$ cat src/logic/pds_regs.svh
`ifndef PDS_REGS_SVH
`define PDS_REGS_SVH

// ----------------------------------------------------------------------------
// Register indices; the byte address on the bus is four times the index.
// ----------------------------------------------------------------------------
`define PDS_IDX_DUTY_CH3      6'h15
`define PDS_IDX_DUTY_CH4      6'h16
`define PDS_IDX_SLEW_1_TO_8   6'h17
`define PDS_IDX_SLEW_9_TO_12  6'h18

// ----------------------------------------------------------------------------
// Reset values and field layout.
// ----------------------------------------------------------------------------
`define PDS_RST_DUTY          8'h00
`define PDS_RST_SLEW          8'h00
`define PDS_SLEW2_USED_MSB    3
`define PDS_SLEW2_RSVD_LSB    4
`define PDS_SLOW_EDGE         1'b0
`define PDS_FAST_EDGE         1'b1

// ----------------------------------------------------------------------------
// PWM timing: a frame is 255 steps, so a duty code of 8'hff holds the output high.
// ----------------------------------------------------------------------------
`define PDS_PWM_LAST_STEP     8'hfe
`define PDS_PWM_TICK_DIV      8'h04

`endif

$ cat src/logic/pds_pkg.sv
package pds_pkg;

    typedef logic [7:0] pds_byte_t;

    // Configuration handed to the PWM generators and the gate drive.
    typedef struct packed {
        pds_byte_t   duty_ch3;
        pds_byte_t   duty_ch4;
        logic [11:0] bridge_fast_edge;
    } pds_cfg_t;

    // Avalon-MM request as seen by the slave.
    typedef struct packed {
        logic [7:0]  address;
        logic        read;
        logic        write;
        logic [3:0]  byteenable;
        logic [31:0] writedata;
    } pds_avs_req_t;

endpackage : pds_pkg

$ cat src/logic/pds_duty_slew_regs.sv
// Design decision made here: the Avalon-MM register port.
`timescale 1ns/1ps
`include "pds_regs.svh"
// Functional notes
// - duty codes are unsigned 8-bit; output high fraction equals code divided by 255.
// - channel 3 duty register is one read/write 8-bit field, reset zero.
// - channel 4 duty register at 0x16, read/write, resets to zero.
// - first slew register at 0x17, reset zero; bit n serves bridge n+1.
// - slew bit clear selects slow edge, set selects fast; reset is slow.
// - second slew register at 0x18, reset zero, readable and writable.
// - second slew bits 3..0 serve bridges 12..9; bits 7..4 reserved, reset zero.
// - channel 3 duty register sits at 0x15, reset zero.
module pds_duty_slew_regs (
    // Clock and reset
    input  wire logic                  i_clk,
    input  wire logic                  i_rst_n,
    // Avalon-MM slave
    input  wire pds_pkg::pds_avs_req_t i_avs,
    output logic [31:0]                o_avs_readdata,
    output logic                       o_avs_waitrequest,
    // Configuration to the PWM generators and gate drive
    output pds_pkg::pds_cfg_t          o_cfg,
    // PWM outputs for channels 3 and 4
    output logic [1:0]                 o_pwm
);
    import pds_pkg::*;

    // ------------------------------------------------------------------------
    // Address decode
    // ------------------------------------------------------------------------
    function automatic logic reg_hit(input logic [7:0] addr, input logic [5:0] idx);
        reg_hit = (addr[7:2] == idx) && (addr[1:0] == 2'h0);
    endfunction : reg_hit

    // ------------------------------------------------------------------------
    // Bus handshake
    // ------------------------------------------------------------------------
    // One wait state per access keeps read data registered; the answer comes
    // in the second cycle of every request, mapped or not.
    logic        ack_reg;
    logic        ack_next;
    logic [31:0] rdata_reg;
    logic [31:0] rdata_next;
    logic        req;
    logic        do_wr;

    assign req               = i_avs.read | i_avs.write;
    assign o_avs_waitrequest = req & ~ack_reg;
    assign do_wr             = i_avs.write & ack_reg & i_avs.byteenable[0];

    // ------------------------------------------------------------------------
    // Registers
    // ------------------------------------------------------------------------
    pds_byte_t duty3_reg;
    pds_byte_t duty3_next;
    pds_byte_t duty4_reg;
    pds_byte_t duty4_next;
    pds_byte_t slew1_reg;
    pds_byte_t slew1_next;
    pds_byte_t slew2_reg;
    pds_byte_t slew2_next;

    always_comb begin
        ack_next   = req & ~ack_reg;
        rdata_next = rdata_reg;
        duty3_next = duty3_reg;
        duty4_next = duty4_reg;
        slew1_next = slew1_reg;
        slew2_next = slew2_reg;
        if (i_avs.read && !ack_reg) begin
            rdata_next = 32'h0000_0000;
            if (reg_hit(i_avs.address, `PDS_IDX_DUTY_CH3)) begin
                rdata_next[7:0] = duty3_reg;
            end
            if (reg_hit(i_avs.address, `PDS_IDX_DUTY_CH4)) begin
                rdata_next[7:0] = duty4_reg;
            end
            if (reg_hit(i_avs.address, `PDS_IDX_SLEW_1_TO_8)) begin
                rdata_next[7:0] = slew1_reg;
            end
            if (reg_hit(i_avs.address, `PDS_IDX_SLEW_9_TO_12)) begin
                rdata_next[7:0] = slew2_reg;
            end
        end
        if (do_wr) begin
            if (reg_hit(i_avs.address, `PDS_IDX_DUTY_CH3)) begin
                duty3_next = i_avs.writedata[7:0];
            end
            if (reg_hit(i_avs.address, `PDS_IDX_DUTY_CH4)) begin
                duty4_next = i_avs.writedata[7:0];
            end
            if (reg_hit(i_avs.address, `PDS_IDX_SLEW_1_TO_8)) begin
                slew1_next = i_avs.writedata[7:0];
            end
            if (reg_hit(i_avs.address, `PDS_IDX_SLEW_9_TO_12)) begin
                slew2_next = i_avs.writedata[7:0];
            end
        end
    end

    always_ff @(posedge i_clk or negedge i_rst_n) begin
        if (!i_rst_n) begin
            ack_reg   <= 1'b0;
            rdata_reg <= 32'h0000_0000;
            duty3_reg <= `PDS_RST_DUTY;
            duty4_reg <= `PDS_RST_DUTY;
            slew1_reg <= `PDS_RST_SLEW;
            slew2_reg <= `PDS_RST_SLEW;
        end else begin
            ack_reg   <= ack_next;
            rdata_reg <= rdata_next;
            duty3_reg <= duty3_next;
            duty4_reg <= duty4_next;
            slew1_reg <= slew1_next;
            slew2_reg <= slew2_next;
        end
    end

    assign o_avs_readdata = rdata_reg;

    // ------------------------------------------------------------------------
    // Configuration outputs
    // ------------------------------------------------------------------------
    always_comb begin
        o_cfg.duty_ch3 = duty3_reg;
        o_cfg.duty_ch4 = duty4_reg;
        o_cfg.bridge_fast_edge[7:0]  = slew1_reg;
        o_cfg.bridge_fast_edge[11:8] = slew2_reg[`PDS_SLEW2_USED_MSB:0];
    end

    // ------------------------------------------------------------------------
    // PWM step divider and frame counter
    // ------------------------------------------------------------------------
    logic [7:0] div_reg;
    logic [7:0] div_next;
    logic [7:0] step_reg;
    logic [7:0] step_next;
    logic       tick;

    assign tick = (div_reg == `PDS_PWM_TICK_DIV - 8'h01);

    always_comb begin
        div_next  = tick ? 8'h00 : div_reg + 8'h01;
        step_next = step_reg;
        if (tick) begin
            step_next = (step_reg == `PDS_PWM_LAST_STEP) ? 8'h00 : step_reg + 8'h01;
        end
    end

    always_ff @(posedge i_clk or negedge i_rst_n) begin
        if (!i_rst_n) begin
            div_reg  <= 8'h00;
            step_reg <= 8'h00;
        end else begin
            div_reg  <= div_next;
            step_reg <= step_next;
        end
    end

    // ------------------------------------------------------------------------
    // PWM comparators
    // ------------------------------------------------------------------------
    // A comparison against 0..254 means code 0 never drives high and code 255
    // always does, which is exactly the code/255 scale.
    pds_byte_t duty_sel [2];
    logic [1:0] pwm_reg;
    logic [1:0] pwm_next;

    assign duty_sel[0] = duty3_reg;
    assign duty_sel[1] = duty4_reg;

    generate
        for (genvar ch = 0; ch < 2; ch++) begin : g_pwm
            assign pwm_next[ch] = (step_reg < duty_sel[ch]);
        end
    endgenerate

    always_ff @(posedge i_clk or negedge i_rst_n) begin
        if (!i_rst_n) begin
            pwm_reg <= 2'h0;
        end else begin
            pwm_reg <= pwm_next;
        end
    end

    assign o_pwm = pwm_reg;

endmodule : pds_duty_slew_regs

$ cat config.mk
export PLATFORM = sky130hd
export DESIGN_NAME = pds_duty_slew_regs
export DESIGN_NICKNAME = d
export VERILOG_FILES = /design/src/logic/pds_pkg.sv /design/src/logic/pds_duty_slew_regs.sv
export VERILOG_INCLUDE_DIRS = /design/src /design/src/logic
export SDC_FILE = /design/constraint.sdc
export NUM_CORES = 1
export LEC_CHECK = 0
export BUFFER_PORTS_ARGS = -buffer_cell sky130_fd_sc_hd__buf_2
export CORE_MARGIN = 4
export CORE_UTILIZATION = 35
export CTS_BUF_LIST = sky130_fd_sc_hd__clkbuf_8
export DETAILED_ROUTE_END_ITERATION = 8
export PLACE_DENSITY = 0.63
export SLEW_MARGIN = 20
export SYNTH_ARGS = -nofsm -noshare
export SYNTH_HDL_FRONTEND = slang
export SYNTH_SLANG_ARGS = --single-unit
$ cat constraint.sdc
create_clock -name i_clk -period 4.3 [get_ports i_clk]
set_clock_uncertainty 0.05 [all_clocks]
set_input_delay 0.215 -clock i_clk [delete_from_list [all_inputs] [get_ports i_clk]]
set_output_delay 0.215 -clock i_clk [all_outputs]
set_load 0.02 [all_outputs]
# ---- Word-level counts from Yosys, hierarchy flattened
# Index checks and enable logic that the tools add are counted.
dict set report classes {
  n_mux 6
  addsub 2
  bitwise_logic 5
  reduce_logical 11
  n_lt_le_gt_ge 2
  eq_ne 6
}
# cell count
set op_table {}
lappend op_table {{$mux 8} 6}
lappend op_table {{$eq 6x5->1 const B} 4}
lappend op_table {{$add 8x1->8 const B} 2}
lappend op_table {{$lt 8x8->1} 2}
lappend op_table {{$eq 8x2->1 const B} 1}
lappend op_table {{$eq 8x8->1 const B} 1}
lappend op_table {{$reduce_and 2->1} 4}
lappend op_table {{$logic_and 1x1->1} 5}
lappend op_table {{$and 1x1->1} 3}
lappend op_table {{$logic_not 2->1} 1}
lappend op_table {{$logic_not 1->1} 1}
lappend op_table {{$not 1->1} 1}
lappend op_table {{$or 1x1->1} 1}
dict set report totals {
  input_bits 48
  ff_bits 59
  elab_cells 41
}

# ---- Logic depth before layout (Yosys ltp)
dict set report logic_depth {
  word_depth 6
  depth_mapped 6
  depth_no_buf 6
}

# ---- Worst setup path before layout
# Ideal clock, no wire load.
dict set report synth_path {
  path_type {input to register}
  startpoint {input i_avs[45] (netlist bit)}
  endpoint {register slew1_reg[0]}
  arrival_time_ps 1928
  stages 6
  n_path_buf 2
  setup_ps 125
  path_slack_ps 2197
  cell_sequence {or4b_1 buf_6 nor4b_4 and2_1 buf_6 mux2_2}
}
dict set report synth_between {
  elab_chain_cells 3
}
# item line_no
set synth_rtl {}
lappend synth_rtl {{start: declaration} pds_duty_slew_regs.sv:18} ;# input wire pds_pkg::pds_avs_req_t i_avs,
lappend synth_rtl {{$eq 6x5->1} pds_duty_slew_regs.sv:32} ;# reg_hit = (addr[7:2] == idx) && (addr[1:0] == 2'h0);
lappend synth_rtl {{$logic_and 1x1->1} pds_duty_slew_regs.sv:32}
lappend synth_rtl {{$reduce_and 2->1 (no line)} -}
lappend synth_rtl {{end signal: assignment} pds_duty_slew_regs.sv:107} ;# slew1_reg <= `PDS_RST_SLEW;
lappend synth_rtl {{end signal: assignment} pds_duty_slew_regs.sv:114} ;# slew1_reg <= slew1_next;
lappend synth_rtl {{end: declaration} pds_duty_slew_regs.sv:58} ;# pds_byte_t slew1_reg;
# No other way between the ends.
# A chain may end at the register's enable or synchronous reset.

# ---- Worst setup path after layout
dict set report layout_path {
  startpoint {input i_avs[45] (netlist bit)}
  endpoint {register slew1_reg[7]}
}
# Same word-level chain as after synthesis.

==> impl_metrics.ini <==
[sta]
fin_crit_ns = 2.210
fmax_mhz = 452.5
drv_slew = 0
rsz0062_at_grt = no
hold_violations = 43
tns_ns = 0
finalCritPeriodShare_pct = 51.39
final-setup-viol-count = 0
holdWs_ns = -0.01877
worst_slew_pin_slew_ns = 0.7535
max_slew_margin_pct = 49.77
fin_ws_ns = 2.090

[synthesis]
synth_area_leader_cell = dfrtp_1
yosysSeqAreaShare_pct = 45.67
ys_seq_elements = 59
synth.avg_cell_area_um2 = 10.96
yosysTopAreaCellShare_pct = 45.67
synth_area_leaders = dfrtp_1 46%, mux2_2 11%, ha_1 6.6%
netlist_instances = 295
netlist_area_um2 = 3233
synth_cell_types = 42
yosysWarnings = 0

[worst_setup_path]
cp_slowest_cell = or4b_1
crit_path_end_kind = register
crit_chain = buf_2 > or4b_1 > nor4b_4 > and2_1 > mux2_2
cp-start-kind = input port
crit_fanout = 9
worstPathRequired_ns = 4.47
arrival_ns = 2.38
r2r_setup_slack_ns = 2.44
critical_path.max_stage_delay_ns = 0.70
critical_path_class = in -> reg

[power]
seqPwrFrac_pct = 45.7
p_comb_share_pct = 10.9
finalPower_mw = 1.283
powerDensity_nw_per_um2 = 344.9
peakVddDrop_mv = 0.1331
p_int_uw = 955.8
clkPwrFrac_pct = 43.4
leakagePower_nw = 1.898
swShare_pct = 25.52
p_switching_uw = 327.6

[drt]
num_vias = 2316
drc = 0
wl_met1_um = 3198
met2RoutedLength_um = 3434
avgViaCountPerCell = 4.981
drt-total-wl_um = 7113
dr.pass1.iters = 4
drt_iter0_drc = 77
ant_nets = 0
met3_length_um = 400
drt-wirelength-per-cell_um = 15.30
top_layer_used = met4

[clock_network]
cts_resized = 0
htree_levels = 3
clock_path_buffers = 2
cts_tree = built
clkSinkCount = 59
cts_made_buffers = 9
post-cts-setup-buffer-count = 0
clk_pin_slew_ns = 0.07
clk_latency_ns = 0.33
holdBufCountCts = 0
root_buffer = clkbuf_8

[layout]
stdcell_area_um2 = 3721
final_util_pct = 42.05
syn_to_final_growth_pct = 15.09
antennaDiodeCount = 0
nNetsFinal = 417
drive_gt1_share_pct = 31.09
layout.cells.non_filler = 465

[placement]
place_area_um2 = 3502
pre_cts_slack_ns = 1.741
hpwl_um = 5367
dpl.cell_count = 449
gp_congestion = 0.7600
numPortBuffers = 59

[die]
coreArea_um2 = 8848
die_area_um2 = 10840
core.rowCount = 34
start_util_pct = 36.54
die_width_um = 104.1
io_pins = 111
die_y_um = 104.1

[hold_path]
min_path_type = in -> async

[grt]
grt_max_degree = 60
grt_usage_pct = 13.55
grt_pass1_vias = 2372
antenna_found_initial = 0
grt_pass1_wl_um = 12110
grt-ovfl-total = 0

[status]
status = complete, but fails checks
violations = hold timing

[job]
maxCapViolations = 0
[cells by family after synthesis]
group / synth area share, %
buf+inv: 10.22
other cells: 0.1160
flops: 45.67
simple gates: 12.07
mux: 11.45
fa+ha+maj: 6.579
compound gates: 12.27
xor+xnor: 1.625
[final cells by class]
type,count,area (um2)
clock buffer,10,137.6
clock inverter,6,81.33
fill,877,5127
inverter,18,67.56
multi-input combinational,203,1513
sequential,59,1476
tap,108,135.1
timing repair buffer,61,310.3
[power groups by stage]
| stage | clock (mW) | sequential (mW) | combinational, mW |
|---|---|---|---|
| finish | 0.557 | 0.586 | 0.140 |
| global route | 0.596 | 0.589 | 0.153 |
| CTS | 0.572 | 0.587 | 0.142 |
| detailed placement | 0 | 0.597 | 0.141 |
| global placement | 0 | 0.596 | 0.139 |
| floorplan | 0 | 0.618 | 0.0797 |
[worst paths after layout]
path	start	end	cells after the start
max	i_avs[45]	slew1_reg[7]$_DFFE_PN0P_	5
min reg2reg	ack_reg$_DFF_PN0_	ack_reg$_DFF_PN0_	1
min in group i_clk	i_avs[37]	ack_reg$_DFF_PN0_	3
max reg2reg	div_reg[5]$_DFF_PN0_	step_reg[7]$_DFFE_PN0N_	4
max in group asynchronous	i_rst_n	step_reg[7]$_DFFE_PN0N_	2
min	i_rst_n	step_reg[1]$_DFFE_PN0N_	2
[worst max-delay path: cells and delay by family]
kind	cells	cell delay [ns]
multiplexers	1	0.39
AND/OR/NAND/NOR	3	1.68
buffers and inverters	1	0.09
[cells in the final DEF, fill, tap and decap left out, types with 2 or more instances in the layout]
| cell | count |
|---|---|
| a221oi_1 | 8 |
| a211oi_1 | 8 |
| nor2_1 | 22 |
| conb_1 | 24 |
| nand3_2 | 2 |
| clkbuf_8 | 10 |
| dfrtp_1 | 59 |
| o21ai_0 | 4 |
| nor2b_1 | 5 |
| buf_2 | 59 |
| a21o_1 | 4 |
| xnor2_1 | 6 |
| a22o_1 | 9 |
| and3_1 | 5 |
| a21oi_1 | 8 |
| a31oi_1 | 3 |
| ha_1 | 17 |
| bufinv_16 | 2 |
| a41o_1 | 2 |
| nand4_1 | 2 |
| nor4_1 | 2 |
| nand2_1 | 14 |
| mux2_2 | 31 |
| nand3_1 | 11 |
| buf_4 | 2 |
| inv_1 | 20 |
[layer usage]
metal  GRT usage, %  vias up
li1               -     1122
met1          16.73     1121
met2          22.70       65
met3          4.531        8
met4          3.609        0
met5              0        -
[synthesized netlist by cell type, drive strengths merged]
master and instances:
o22ai 1, or4b 1, nand4 2, mux2 32
nor4b 1, and2 1, and4 1, o41ai 2
nand2b 1, a31oi 3, dfrtp 59, clkbuf 7
nor3 1, and3 5, o21ai 4, xnor2 6
a41oi 1, inv 18, ha 17, conb 1
nand3 13, a211oi 8, nor2b 5, nor3b 1
or4 1, or3 1, buf 31, a21oi 8
nand2 14, nor2 22, a41o 2, o31ai 1
nor4 2, a21o 4, mux2i 1, a22o 9
a221oi 8
Power figures use the tool's default switching activity.
